===== src/rtl/dtc_pkg.sv =====
// Constants shared by the dual timer/counter pair.
// Assumes a single APB clock domain and 32-bit APB data.
package dtc_pkg;

  // Register indices; byte address is four times the index
  localparam logic [7:0] IDX_TCTRL = 8'h88;
  localparam logic [7:0] IDX_TMODE = 8'h89;
  localparam logic [7:0] IDX_T0_LO = 8'h8a;
  localparam logic [7:0] IDX_T1_LO = 8'h8b;
  localparam logic [7:0] IDX_T0_HI = 8'h8c;
  localparam logic [7:0] IDX_T1_HI = 8'h8d;
  localparam int ADDR_W = 12;

  // Reset values
  localparam logic [7:0] RST_BYTE = 8'h00;
  localparam logic [3:0] RST_NIB = 4'h0;

  // timer_control bit positions
  localparam int TC_TF1 = 7;
  localparam int TC_TR1 = 6;
  localparam int TC_TF0 = 5;
  localparam int TC_TR0 = 4;
  localparam int TC_IE1 = 3;
  localparam int TC_IT1 = 2;
  localparam int TC_IE0 = 1;
  localparam int TC_IT0 = 0;

  // timer_mode_config bit positions
  localparam int TM_SECOND_GATE_CONTROL = 7;
  localparam int TM_CT1 = 6;
  localparam int TM_SECOND_MODE_FIELD_HI = 5;
  localparam int TM_SECOND_MODE_FIELD_LO = 4;
  localparam int TM_FIRST_GATE_CONTROL = 3;
  localparam int TM_CT0 = 2;
  localparam int TM_FIRST_MODE_FIELD_HI = 1;
  localparam int TM_FIRST_MODE_FIELD_LO = 0;

  // Internal timing rate: last prescaler count, giving one count per twelve clocks
  localparam logic [3:0] PRESCALE_LAST = 4'hb;

  // Flag vector order: tf1, tf0, ie1, ie0
  localparam int FL_TF1 = 3;
  localparam int FL_TF0 = 2;
  localparam int FL_IE1 = 1;
  localparam int FL_IE0 = 0;

  // Timer modes
  typedef enum logic [1:0] {
    DTC_M13 = 2'b00,
    DTC_M16 = 2'b01,
    DTC_RELOAD = 2'b10,
    DTC_SPLIT = 2'b11
  } dtc_mode_e;

endpackage


===== src/rtl/dtc_cnt_if.sv =====
// Link between the register/control logic and one timer core.
// Assumes both ends run on the same clock.
`timescale 1ns/1ps
`default_nettype none
interface dtc_cnt_if;
  dtc_pkg::dtc_mode_e mode;
  logic lo_inc;
  logic hi_inc;
  logic wr_lo;
  logic wr_hi;
  logic [7:0] wdata;
  logic [7:0] tl;
  logic [7:0] th;
  logic ovf_lo;
  logic ovf_hi;
  modport ctrl (output mode, lo_inc, hi_inc, wr_lo, wr_hi, wdata, input tl, th, ovf_lo, ovf_hi);
  modport core (input mode, lo_inc, hi_inc, wr_lo, wr_hi, wdata, output tl, th, ovf_lo, ovf_hi);
endinterface
`default_nettype wire


===== src/rtl/dtc_timer_core.sv =====
// One timer: low and high count bytes with 13, 16, reload and split modes.
// Assumes increments arrive already gated by run, gate and source select.
`timescale 1ns/1ps
`default_nettype none
module dtc_timer_core (
  input wire logic pclk,
  input wire logic presetn,
  dtc_cnt_if.core cif
);
  logic [7:0] tl;
  logic [7:0] th;
  logic [12:0] c13;
  logic [15:0] c16;
  logic [7:0] tl_inc;
  logic [7:0] th_inc;

  // Incremented views of the count
  assign c13 = {th, tl[4:0]} + 13'h0001;
  assign c16 = {th, tl} + 16'h0001;
  assign tl_inc = tl + 8'h01;
  assign th_inc = th + 8'h01;
  assign cif.tl = tl;
  assign cif.th = th;

  // Low byte; a software write wins over counting
  always_ff @(posedge pclk or negedge presetn) begin
    if (!presetn) begin
      tl <= dtc_pkg::RST_BYTE;
    end else if (cif.wr_lo) begin
      tl <= cif.wdata;
    end else if (cif.lo_inc) begin
      case (cif.mode)
        dtc_pkg::DTC_M13: tl[4:0] <= c13[4:0]; // see RQ1
        dtc_pkg::DTC_M16: tl <= c16[7:0]; // see RQ5
        dtc_pkg::DTC_RELOAD: tl <= (&tl) ? th : tl_inc; // see RQ6
        default: tl <= tl_inc;
      endcase
    end
  end

  // High byte; reload mode leaves it alone
  always_ff @(posedge pclk or negedge presetn) begin
    if (!presetn) begin
      th <= dtc_pkg::RST_BYTE;
    end else if (cif.wr_hi) begin
      th <= cif.wdata;
    end else begin
      case (cif.mode)
        dtc_pkg::DTC_M13: if (cif.lo_inc) th <= c13[12:5]; // see RQ1
        dtc_pkg::DTC_M16: if (cif.lo_inc) th <= c16[15:8]; // see RQ5
        dtc_pkg::DTC_SPLIT: if (cif.hi_inc) th <= th_inc; // see RQ24
        default: th <= th;
      endcase
    end
  end

  // Wrap detection from all ones to zero
  always_comb begin
    case (cif.mode)
      dtc_pkg::DTC_M13: cif.ovf_lo = cif.lo_inc & (&{th, tl[4:0]});
      dtc_pkg::DTC_M16: cif.ovf_lo = cif.lo_inc & (&{th, tl});
      default: cif.ovf_lo = cif.lo_inc & (&tl);
    endcase
    cif.ovf_hi = cif.hi_inc & (cif.mode == dtc_pkg::DTC_SPLIT) & (&th);
  end
endmodule
`default_nettype wire


===== src/rtl/dtc_top.sv =====
// Dual timer/counter pair with shared control and mode registers on APB.
// Assumes pins are asynchronous to pclk and an interrupt controller acks flags.
// Operation
// RQ1: Mode 0 counts 13 bits: high byte and low five bits of low byte.
// RQ2: Second timer wrap from all ones to zero sets its overflow flag.
// RQ3: Second timer advances only with run set and gate off or gate input high.
// RQ4: Setting the second run bit does not clear the count bytes.
// RQ5: Mode 1 is like mode 0 but uses all sixteen bits.
// RQ6: Mode 2 counts low byte, reloads it from high byte on overflow.
// RQ7: Second timer in mode 3 holds its count, as if stopped.
// RQ8: Second overflow flag at control bit 7, set on overflow, cleared on service.
// RQ9: First overflow flag at control bit 5, set on overflow, cleared on service.
// RQ10: Control bit 6 runs the second timer; cleared stops it.
// RQ11: Control bit 4 runs the first timer; cleared stops it.
// RQ12: Control bit 3 flags second external interrupt, cleared on service.
// RQ13: Control bit 1 flags first external interrupt, cleared on service.
// RQ14: Control bit 2 picks second interrupt trigger: 1 falling edge, 0 low.
// RQ15: Control bit 0 picks first interrupt trigger: 1 falling edge, 0 low.
// RQ16: Mode register gate bits: second at bit 7, first at bit 3.
// RQ17: Select bits 6 and 2 choose external counting when 1, timing when 0.
// RQ18: Second mode field 5:4 selects 13-bit, 16-bit, reload or halt.
// RQ19: First mode field 1:0 selects 13-bit, 16-bit, reload or split.
// RQ20: First timer count bytes are readable, writable, reset to zero.
// RQ21: Second timer count bytes are readable, writable, reset to zero.
// RQ22: Internal timing increments once every twelve clocks.
// RQ23: Counter mode increments on falling edges of the sampled count pin.
// RQ24: In split mode first high byte times, using second run bit and flag.
// RQ25: In split mode first low byte uses the first timer's own controls.
// RQ26: First timer in modes 0 to 2 behaves like the second.
// RQ27: Edge trigger sets flag on a sampled fall; level mode follows low input.
`timescale 1ns/1ps
`default_nettype none
module dtc_top (
  input wire logic pclk,
  input wire logic presetn,
  input wire logic psel,
  input wire logic penable,
  input wire logic pwrite,
  input wire logic [11:0] paddr,
  input wire logic [31:0] pwdata,
  output logic [31:0] prdata,
  output logic pready,
  output logic pslverr,
  input wire logic first_count_pin,
  input wire logic second_count_pin,
  input wire logic first_gate_input,
  input wire logic second_gate_input,
  input wire logic first_ext_irq_pin,
  input wire logic second_ext_irq_pin,
  input wire logic [3:0] service_ack,
  output logic first_overflow_flag,
  output logic second_overflow_flag,
  output logic first_ext_irq_flag,
  output logic second_ext_irq_flag
);

  // Address decode, used for reads and writes
  function automatic logic reg_hit(input logic [11:0] addr, input logic [7:0] idx);
    reg_hit = (addr == {2'b00, idx, 2'b00});
  endfunction

  // Pin synchroniser stages: {irq1, irq0, second_gate_input, first_gate_input, cnt1, cnt0}
  logic [5:0] pin_raw;
  logic [5:0] pin_meta;
  logic [5:0] pin_sync;
  logic [5:0] pin_prev;
  logic [5:0] pin_fall;

  // Register state
  logic [7:0] tmode;
  logic first_run_bit;
  logic second_run_bit;
  logic first_ext_irq_type;
  logic second_ext_irq_type;
  logic [3:0] flags;
  logic [3:0] presc;
  logic tick;

  // Decoded controls
  logic wr_en;
  logic [7:0] wbyte;
  logic [7:0] tctrl_rd;
  logic [7:0] rd_byte;
  logic rd_hit;
  logic first_gate_control;
  logic second_gate_control;
  logic first_counter_select;
  logic second_counter_select;
  dtc_pkg::dtc_mode_e first_mode_field;
  dtc_pkg::dtc_mode_e second_mode_field;
  logic split;
  logic run0;
  logic run1;
  logic src0;
  logic src1;
  logic [3:0] flag_set;
  logic [3:0] flag_clr;
  logic [3:0] next_flags;
  logic wr_t1;
  logic [15:0] t0_cnt;
  logic [15:0] t1_cnt;

  dtc_cnt_if t0_if ();
  dtc_cnt_if t1_if ();

  // Two flops per pin before any use
  assign pin_raw = {second_ext_irq_pin, first_ext_irq_pin, second_gate_input,
                    first_gate_input, second_count_pin, first_count_pin};

  always_ff @(posedge pclk or negedge presetn) begin
    if (!presetn) begin
      pin_meta <= 6'h3f;
      pin_sync <= 6'h3f;
      pin_prev <= 6'h3f;
    end else begin
      pin_meta <= pin_raw;
      pin_sync <= pin_meta;
      pin_prev <= pin_sync;
    end
  end

  // Falling transitions seen at the clock rate
  assign pin_fall = pin_prev & ~pin_sync; // see RQ23

  // Divide by twelve for internal timing
  always_ff @(posedge pclk or negedge presetn) begin
    if (!presetn) begin
      presc <= dtc_pkg::RST_NIB;
    end else if (presc == dtc_pkg::PRESCALE_LAST) begin
      presc <= dtc_pkg::RST_NIB; // see RQ22
    end else begin
      presc <= presc + 4'h1;
    end
  end
  assign tick = (presc == dtc_pkg::PRESCALE_LAST);

  // APB access phase commits a write
  assign wr_en = psel & penable & pready & pwrite;
  assign wbyte = pwdata[7:0];

  // Mode register fields
  assign second_gate_control = tmode[dtc_pkg::TM_SECOND_GATE_CONTROL]; // see RQ16
  assign first_gate_control = tmode[dtc_pkg::TM_FIRST_GATE_CONTROL]; // see RQ16
  assign second_counter_select = tmode[dtc_pkg::TM_CT1]; // see RQ17
  assign first_counter_select = tmode[dtc_pkg::TM_CT0]; // see RQ17
  assign second_mode_field = dtc_pkg::dtc_mode_e'(tmode[dtc_pkg::TM_SECOND_MODE_FIELD_HI:dtc_pkg::TM_SECOND_MODE_FIELD_LO]); // see RQ18
  assign first_mode_field = dtc_pkg::dtc_mode_e'(tmode[dtc_pkg::TM_FIRST_MODE_FIELD_HI:dtc_pkg::TM_FIRST_MODE_FIELD_LO]); // see RQ19
  assign split = (first_mode_field == dtc_pkg::DTC_SPLIT);

  // Mode register
  always_ff @(posedge pclk or negedge presetn) begin
    if (!presetn) begin
      tmode <= dtc_pkg::RST_BYTE;
    end else if (wr_en && reg_hit(paddr, dtc_pkg::IDX_TMODE)) begin
      tmode <= wbyte;
    end
  end

  // Run and trigger type bits of the control register
  always_ff @(posedge pclk or negedge presetn) begin
    if (!presetn) begin
      first_run_bit <= 1'b0;
      second_run_bit <= 1'b0;
      first_ext_irq_type <= 1'b0;
      second_ext_irq_type <= 1'b0;
    end else if (wr_en && reg_hit(paddr, dtc_pkg::IDX_TCTRL)) begin
      second_run_bit <= wbyte[dtc_pkg::TC_TR1]; // see RQ10
      first_run_bit <= wbyte[dtc_pkg::TC_TR0]; // see RQ11
      second_ext_irq_type <= wbyte[dtc_pkg::TC_IT1]; // see RQ14
      first_ext_irq_type <= wbyte[dtc_pkg::TC_IT0]; // see RQ15
    end
  end

  // Counting enables: run, gate and count source
  assign run0 = first_run_bit & (~first_gate_control | pin_sync[2]); // see RQ11
  assign run1 = second_run_bit & (~second_gate_control | pin_sync[3]); // see RQ3
  assign src0 = first_counter_select ? pin_fall[0] : tick; // see RQ17
  assign src1 = second_counter_select ? pin_fall[1] : tick; // see RQ17

  // First timer: own controls for low byte, split high byte on second run
  assign t0_if.mode = first_mode_field; // see RQ26
  assign t0_if.lo_inc = run0 & src0; // see RQ25
  assign t0_if.hi_inc = split & second_run_bit & tick; // see RQ24
  assign t0_if.wr_lo = wr_en & reg_hit(paddr, dtc_pkg::IDX_T0_LO); // see RQ20
  assign t0_if.wr_hi = wr_en & reg_hit(paddr, dtc_pkg::IDX_T0_HI); // see RQ20
  assign t0_if.wdata = wbyte;

  // Second timer: mode 3 means no increments at all
  assign t1_if.mode = second_mode_field;
  assign t1_if.lo_inc = (second_mode_field != dtc_pkg::DTC_SPLIT) & run1 & src1; // see RQ7
  assign t1_if.hi_inc = 1'b0;
  assign t1_if.wr_lo = wr_en & reg_hit(paddr, dtc_pkg::IDX_T1_LO); // see RQ21
  assign t1_if.wr_hi = wr_en & reg_hit(paddr, dtc_pkg::IDX_T1_HI); // see RQ21
  assign t1_if.wdata = wbyte;
  assign wr_t1 = t1_if.wr_lo | t1_if.wr_hi;

  // Timer cores; run bit writes never touch the counts
  dtc_timer_core u_t0 (
    .pclk(pclk),
    .presetn(presetn),
    .cif(t0_if.core)
  );

  dtc_timer_core u_t1 ( // see RQ4
    .pclk(pclk),
    .presetn(presetn),
    .cif(t1_if.core)
  );

  // Flag sources; split mode hands the second flag to the first high byte
  assign flag_set[dtc_pkg::FL_TF1] = split ? t0_if.ovf_hi : t1_if.ovf_lo; // see RQ2
  assign flag_set[dtc_pkg::FL_TF0] = t0_if.ovf_lo; // see RQ9
  assign flag_set[dtc_pkg::FL_IE1] = second_ext_irq_type & pin_fall[5]; // see RQ12
  assign flag_set[dtc_pkg::FL_IE0] = first_ext_irq_type & pin_fall[4]; // see RQ13

  // Clears: service acknowledge or a software write of zero
  always_comb begin
    flag_clr = service_ack;
    if (wr_en && reg_hit(paddr, dtc_pkg::IDX_TCTRL)) begin
      flag_clr = flag_clr | ~{wbyte[dtc_pkg::TC_TF1], wbyte[dtc_pkg::TC_TF0],
                              wbyte[dtc_pkg::TC_IE1], wbyte[dtc_pkg::TC_IE0]};
    end
  end

  // Next flags: set beats clear, level mode follows the pin
  always_comb begin
    next_flags = (flags & ~flag_clr) | flag_set; // see RQ8
    if (wr_en && reg_hit(paddr, dtc_pkg::IDX_TCTRL)) begin
      next_flags = next_flags | {wbyte[dtc_pkg::TC_TF1], wbyte[dtc_pkg::TC_TF0],
                                 wbyte[dtc_pkg::TC_IE1], wbyte[dtc_pkg::TC_IE0]};
    end
    if (!second_ext_irq_type) begin
      next_flags[dtc_pkg::FL_IE1] = ~pin_sync[5]; // see RQ27
    end
    if (!first_ext_irq_type) begin
      next_flags[dtc_pkg::FL_IE0] = ~pin_sync[4]; // see RQ27
    end
  end

  // Flag storage
  always_ff @(posedge pclk or negedge presetn) begin
    if (!presetn) begin
      flags <= dtc_pkg::RST_NIB;
    end else begin
      flags <= next_flags;
    end
  end

  // Flag outputs straight from the flag flops
  assign second_overflow_flag = flags[dtc_pkg::FL_TF1];
  assign first_overflow_flag = flags[dtc_pkg::FL_TF0];
  assign second_ext_irq_flag = flags[dtc_pkg::FL_IE1];
  assign first_ext_irq_flag = flags[dtc_pkg::FL_IE0];

  // Control register read view
  always_comb begin
    tctrl_rd = dtc_pkg::RST_BYTE;
    tctrl_rd[dtc_pkg::TC_TF1] = flags[dtc_pkg::FL_TF1];
    tctrl_rd[dtc_pkg::TC_TR1] = second_run_bit;
    tctrl_rd[dtc_pkg::TC_TF0] = flags[dtc_pkg::FL_TF0];
    tctrl_rd[dtc_pkg::TC_TR0] = first_run_bit;
    tctrl_rd[dtc_pkg::TC_IE1] = flags[dtc_pkg::FL_IE1];
    tctrl_rd[dtc_pkg::TC_IT1] = second_ext_irq_type;
    tctrl_rd[dtc_pkg::TC_IE0] = flags[dtc_pkg::FL_IE0];
    tctrl_rd[dtc_pkg::TC_IT0] = first_ext_irq_type;
  end

  // Read mux with unmapped detection
  always_comb begin
    rd_hit = 1'b1;
    rd_byte = dtc_pkg::RST_BYTE;
    if (reg_hit(paddr, dtc_pkg::IDX_TCTRL)) begin
      rd_byte = tctrl_rd;
    end else if (reg_hit(paddr, dtc_pkg::IDX_TMODE)) begin
      rd_byte = tmode;
    end else if (reg_hit(paddr, dtc_pkg::IDX_T0_LO)) begin
      rd_byte = t0_if.tl;
    end else if (reg_hit(paddr, dtc_pkg::IDX_T1_LO)) begin
      rd_byte = t1_if.tl;
    end else if (reg_hit(paddr, dtc_pkg::IDX_T0_HI)) begin
      rd_byte = t0_if.th;
    end else if (reg_hit(paddr, dtc_pkg::IDX_T1_HI)) begin
      rd_byte = t1_if.th;
    end else begin
      rd_hit = 1'b0;
    end
  end

  // APB answer: one wait-free access, data captured at setup
  always_ff @(posedge pclk or negedge presetn) begin
    if (!presetn) begin
      pready <= 1'b0;
      pslverr <= 1'b0;
      prdata <= 32'h00000000;
    end else begin
      pready <= psel & ~penable;
      pslverr <= psel & ~penable & ~rd_hit;
      prdata <= (psel && !penable && !pwrite) ? {24'h000000, rd_byte} : 32'h00000000;
    end
  end

  // Helper views of the full counts
  assign t0_cnt = {t0_if.th, t0_if.tl};
  assign t1_cnt = {t1_if.th, t1_if.tl};
endmodule
`default_nettype wire


===== config.mk =====
export PLATFORM = sky130hd
export DESIGN_NAME = dtc_top
export DESIGN_NICKNAME = d
export VERILOG_FILES = /design/src/rtl/dtc_pkg.sv /design/src/rtl/dtc_cnt_if.sv /design/src/rtl/dtc_timer_core.sv /design/src/rtl/dtc_top.sv
export SDC_FILE = /design/constraint.sdc
export NUM_CORES = 1
export LEC_CHECK = 0
export ABC_AREA = 1
export ABC_CLOCK_PERIOD_IN_PS = 2350
export BUFFER_PORTS_ARGS = -buffer_cell sky130_fd_sc_hd__buf_2
export CORE_MARGIN = 2
export CORE_UTILIZATION = 45
export DETAILED_ROUTE_END_ITERATION = 16
export MAX_ROUTING_LAYER = met4
export PLACE_DENSITY_LB_ADDON = 0.15
export SLEW_MARGIN = 10
export SYNTH_ARGS = -nofsm -noshare
export SYNTH_HDL_FRONTEND = slang
export SYNTH_HIERARCHICAL = 1
export SYNTH_SLANG_ARGS = --single-unit

===== constraint.sdc =====
create_clock -name pclk -period 2.35 [get_ports pclk]
set_input_delay 0.1175 -clock pclk [delete_from_list [all_inputs] [get_ports pclk]]
set_output_delay 0.1175 -clock pclk [all_outputs]
set_load 0.1 [all_outputs]

# Yosys cells after proc, flatten, opt, wreduce, memory -nomap -nowiden
# Index checks and enable logic that the tools add are counted.
[op_classes] addsub=8 n_eq_ne=20 mux=42 bitwise_logic=42 n_reduce_logical=23
[ops] cell="$mux 8" count=20
[ops] cell="$eq 12x10->1 const B" count=6
[ops] cell="$add 16x1->16 const B" count=2
[ops] cell="$reduce_and 16->1" count=2
[ops] cell="$pmux 5 s3" count=2
[ops] cell="$add 13x1->13 const B" count=2
[ops] cell="$and 1x1->1" count=26
[ops] cell="$reduce_and 13->1" count=2
[ops] cell="$add 8x1->8 const B" count=3
[ops] cell="$pmux 8 s3" count=1
[ops] cell="$reduce_and 8->1" count=3
[ops] cell="$pmux 3 s3" count=2
[ops] cell="$pmux 8 s2" count=1
[ops] cell="$mux 4" count=3
[ops] cell="$ne 3x2->1 const B" count=4
[ops] cell="$or 4x4->4" count=3
[ops] cell="$mux 1" count=11
[ops] cell="$not 4->4" count=2
[ops] cell="$and 6x6->6" count=1
[ops] cell="$eq 2x2->1 const B" count=3
[ops] cell="$ne 2x2->1 const B" count=3
[ops] cell="$not 1->1" count=6
[ops] cell="$not 6->6" count=1
[ops] cell="$add 4x1->4 const B" count=1
[ops] cell="other kinds (15)" count=25
[totals] reg_bits=80 input_bits=59 out_inout_bits=38

# Logic depth before layout (Yosys ltp)
[depth] ltp_word=12 mapped_depth=14 mapped_depth_nobuf=13

# Cells and area by module
# Netlist, hierarchy kept.
[modules_own_cells] mod="dtc_timer_core" instances=2 cells_per_inst=315 area_each_um2=1870.5 seq_area_each_um2=400.4
[modules_own_cells] mod="dtc_top" instances=1 cells_per_inst=306 area_each_um2=2526.2 seq_area_each_um2=1171.1

# Worst setup path after synthesis
# No wires, ideal clock.
[synth_path] path_type="reg2reg" startpoint="register pready" endpoint="register u_t0.th[6], in the netlist u_t0/cif.th[6]" arrival_time_ns=2.131 t_required_ns=2.285 setup_slack_ns=0.154 path_stages_with_launch=10 n_path_buf=1 synth_period_minus_slack_ns=2.196 path_cell_list="dfrtp_1 nand4_1 nor2_1 inv_1 nand3_1 nand3_1 buf_2 a21oi_1 nand2_1 nand2_1"
[synth_via] elab_chain_len=5
[synth_rtl] element="start: declaration" line_no="dtc_top.sv:42" text="output logic pready,"
[synth_rtl] element="start signal: assignment" line_no="dtc_top.sv:296" text="pready <= psel & ~penable;"
[synth_rtl] element="$and 1x1->1 (*) (2 in series)" line_no="dtc_top.sv:138" text="assign wr_en = psel & penable & pready & pwrite;"
[synth_rtl] element="$and 1x1->1 (*)" line_no="dtc_top.sv:185" text="assign t0_if.wr_hi = wr_en & reg_hit(paddr, dtc_pkg::IDX_T0_HI);"
[synth_rtl] element="via t0_if.wr_hi" line_no="dtc_cnt_if.sv:10" text="logic wr_hi;"
[synth_rtl] element="$ne 3x2->1 (no source line) (tied with other cells)"
[synth_rtl] element="$reduce_and 4->1 (no source line)"
[synth_rtl] element="end signal: assignment" line_no="dtc_timer_core.sv:50" text="dtc_pkg::DTC_M16: if (cif.lo_inc) th <= c16[15:8];"
[synth_rtl] element="end signal: assignment" line_no="dtc_timer_core.sv:51" text="dtc_pkg::DTC_SPLIT: if (cif.hi_inc) th <= th_inc;"
[synth_rtl] element="end signal: assignment" line_no="dtc_timer_core.sv:52" text="default: th <= th;"
[synth_rtl] element="end: declaration" line_no="dtc_timer_core.sv:11" text="logic [7:0] th;"
# The timed path passes the listed nets; every way through them passes the cells marked *.
# A chain may end at the register's enable or synchronous reset.

# Worst setup path in the final report
[layout_path] startpoint="register presc[0]" endpoint="register u_t1.th[0], in the netlist u_t1/cif.th[0]"
[layout_via] elab_chain_len=5
[layout_rtl] element="start: declaration" line_no="dtc_top.sv:76" text="logic [3:0] presc;"
[layout_rtl] element="start signal: assignment" line_no="dtc_top.sv:128" text="presc <= dtc_pkg::RST_NIB;"
[layout_rtl] element="start signal: assignment" line_no="dtc_top.sv:130" text="presc <= dtc_pkg::RST_NIB;"
[layout_rtl] element="start signal: assignment" line_no="dtc_top.sv:132" text="presc <= presc + 4'h1;"
[layout_rtl] element="$eq 4x4->1 (*)" line_no="dtc_top.sv:135" text="assign tick = (presc == dtc_pkg::PRESCALE_LAST);"
[layout_rtl] element="$mux 1 (*)" line_no="dtc_top.sv:178" text="assign src1 = second_counter_select ? pin_fall[1] : tick;"
[layout_rtl] element="$and 1x1->1 (*)" line_no="dtc_top.sv:190" text="assign t1_if.lo_inc = (second_mode_field != dtc_pkg::DTC_SPLIT) & run1 & src1;"
[layout_rtl] element="via t1_if.lo_inc" line_no="dtc_cnt_if.sv:7" text="logic lo_inc;"
[layout_rtl] element="$ne 3x2->1 (no source line)"
[layout_rtl] element="$reduce_and 3->1 (no source line) (*)"
[layout_rtl] element="end signal: assignment" line_no="dtc_timer_core.sv:50"
[layout_rtl] element="end signal: assignment" line_no="dtc_timer_core.sv:51"
[layout_rtl] element="end signal: assignment" line_no="dtc_timer_core.sv:52"
[layout_rtl] element="end: declaration" line_no="dtc_timer_core.sv:11"
# Marked as above.

==> impl_metrics.py <==
metrics = {
    "global_route": {
        "grt_pass1_wl_um": 29900,
        "grt_max_degree": 41,
        "antenna_found_initial": 0,
        "grt_usage_pct": 26.9,
        "gr-total-overflow": 0,
        "grt_pass1_vias": 5804,
    },
    "routing": {
        "first_iter_violations": 505,
        "postRouteAntennaNets": 0,
        "num_vias": 6268,
        "via_per_inst": 5.28,
        "drt-total-wl_um": 18700,
        "dr.pass1.iters": 5,
        "avgRoutedWirePerCell_um": 15.7,
        "drc": 0,
    },
    "worst_hold_path": {
        "holdCritPathClass": "primary input to flip-flop",
        "hold-path-endpoint": "pready",
        "min_from": "psel",
        "min_path_cells": 3,
    },
    "timing": {
        "relSlewSlack_pct": 47.8,
        "finalWorstSetupSlack_ps": 225,
        "min_period_ps": 2130,
        "fin_skew_ps": 11.3,
        "drv_slew": 0,
        "final.period_utilization_pct": 90.4,
        "rsz0062_at_grt": "no",
        "setup_violations": 0,
        "worstMarginPinSlew_ps": 777,
        "hold_viol": 0,
        "finalSetupTns_ps": 0,
        "max_freq_mhz": 471,
    },
    "yosys": {
        "syn_inst": 935,
        "syn_area_um2": 6260,
        "ys.warnings.count": 6,
        "avgSynthCellArea_um2": 6.70,
    },
    "critical_path": {
        "reg2reg_depth": 13,
        "crit_start": "presc[0]",
        "critical_path_class": "flip-flop to flip-flop",
        "r2r_end": "u_t1/cif.th[0]",
        "r2r_setup_slack_ps": 220,
        "r2r-start": "presc[0]",
        "worstPathArrival_ps": 2390,
        "crit_fanout": 10,
        "startpoint_type": "flip-flop",
        "crit_required_ps": 2610,
        "cp-end-kind": "flip-flop",
    },
    "clock_network": {
        "clock-root-buffer": "clkbuf_16",
        "cts_buffers": 9,
        "cts.sink_count": 78,
        "htree_levels": 3,
        "clock_path_buffers": 2,
        "cts.clk_slew.worst_paths_ps": 60,
        "postCtsSetupRepairBufs": 0,
        "cts_tree": "built",
        "clock_latency_ps": 350,
    },
    "power_and_ir_drop": {
        "vdd.ir_drop.worst_v": 0.000323,
        "power_frac_seq_pct": 42.6,
        "power.leakage_nw": 3.65,
        "p_int_mw": 2.29,
        "combinationalPowerShare_pct": 12.8,
        "switchingPower_mw": 0.985,
        "power_frac_clock_pct": 44.6,
        "pwr_density_cell_nw_per_um2": 464,
        "swShare_pct": 30.1,
    },
    "cells_and_area": {
        "num-fill-cells": 1408,
        "final_nets": 1077,
        "multi_input_area_um2": 3530,
        "seq_area_um2": 1970,
        "syn_to_final_growth_pct": 12.8,
        "antenna_cells": 0,
        "drive_gt1_share_pct": 16.2,
    },
    "floorplan": {
        "fp-row-count": 43,
        "die_h_um": 122,
        "die_area_um2": 14900,
        "initial_utilization_pct": 45.6,
        "ios": 97,
        "fp.dieW_um": 122,
        "core_area_um2": 13700,
    },
    "place": {
        "pre_cts_slack_ps": 99.6,
        "port_buffers": 48,
        "gp_congestion": 0.907,
        "dp_hpwl_um": 14200,
    },
    "run_status": {
        "outcome": "completed",
    },
    "job": {
        "max_cap_viol_count": 0,
    },
}
-- metrics by stage --
stage | hold slack [ps] | util [%] | cells | cell area, µm² | power, mW
after floorplan | -178 | - | 959 | 6350 | 1.74
after detailed placement | 145 | 48.6 | 1164 | 6670 | 1.83
after global placement | 142 | 48.6 | 1164 | 6670 | 1.83
final | 56.4 | 51.5 | 1188 | 7060 | 3.28
after global routing | 76.5 | 51.5 | 1188 | 7060 | 3.41
after CTS | 54.6 | 51.4 | 1188 | 7050 | 3.30
-- sequential cells by signal, indices dropped and copies added (netlist names) --
register,count
first_run_bit,1
pin_sync,6
tmode,8
u_t0/cif.th,8
u_t0/cif.tl,8
presc,4
pready,1
flags,4
pslverr,1
first_ext_irq_type,1
u_t1/cif.th,8
second_ext_irq_type,1
second_run_bit,1
u_t1/cif.tl,8
pin_prev,4
pin_meta,6
prdata,8
-- worst max path at each step --
stage / to / slack, ps / cells past startpoint
floorplan: u_t0/cif.th[6] / 150 / 9
global placement: u_t1/cif.th[5] / 140 / 13
detailed placement: u_t1/cif.th[4] / 100 / 13
CTS: u_t1/cif.th[0] / 40 / 13
global route: u_t1/cif.th[0] / 6 / 13
finish: u_t1/cif.th[0] / 220 / 13
-- cells in the final DEF (no fill, tap or decap), types with 15 or more instances in the layout --
cell type and instances:
buf_2 47, conb_1 25, a21oi_1 54, nor2_2 17, nand3_1 124, o21ai_0 41
nand2_1 227, dfstp_2 16, inv_1 119, dfrtp_1 62, ha_1 15, nor2_1 85
buf_4 29, o21ai_1 24
-- per-layer routing --
layer  GRT usage [%]  part of all wire [%]
met5               -                     0
met1            34.1                    44
met2            42.7                    47
met3            4.12                   5.6
met4            11.5                   3.5
-- power groups by stage --
| stage | sequential, mW | clock, mW | combinational (mW) |
|---|---|---|---|
| final | 1.40 | 1.46 | 0.418 |
| after global routing | 1.40 | 1.56 | 0.450 |
| after CTS | 1.40 | 1.49 | 0.419 |
| after detailed placement | 1.42 | 0 | 0.408 |
| after global placement | 1.42 | 0 | 0.408 |
| after floorplan | 1.44 | 0 | 0.306 |
-- critical path: stages, from the launching register on --
cell and delay (ps):
dfrtp_1 360, ha_1 170, nand2_1 80, nor2_1 120, inv_1 110, o21a_1 200
a211oi_2 220, nor2_1 60, o21ai_0 100, nand3_2 160, buf_4 200, a21oi_1 120
nand2_1 70, o21ai_0 70
-- layout make-up --
cell class                      instances  area share (%)
Timing Repair Buffer                   85            7.83
Sequential cell                        78            27.9
Multi-Input combinational cell        706            50.0
Clock buffer                            9            3.19
Clock inverter                          7            1.15
Tap cell                              180            3.19
Inverter                              123            6.70
-- timing repair --
item,in CTS,in global routing
endpoints found under the hold margin,42,0
endpoints found under the setup margin,0,7
resized for setup,0,2
hold buffers,8,0
Note: power is estimated with default switching activity, not from simulation.
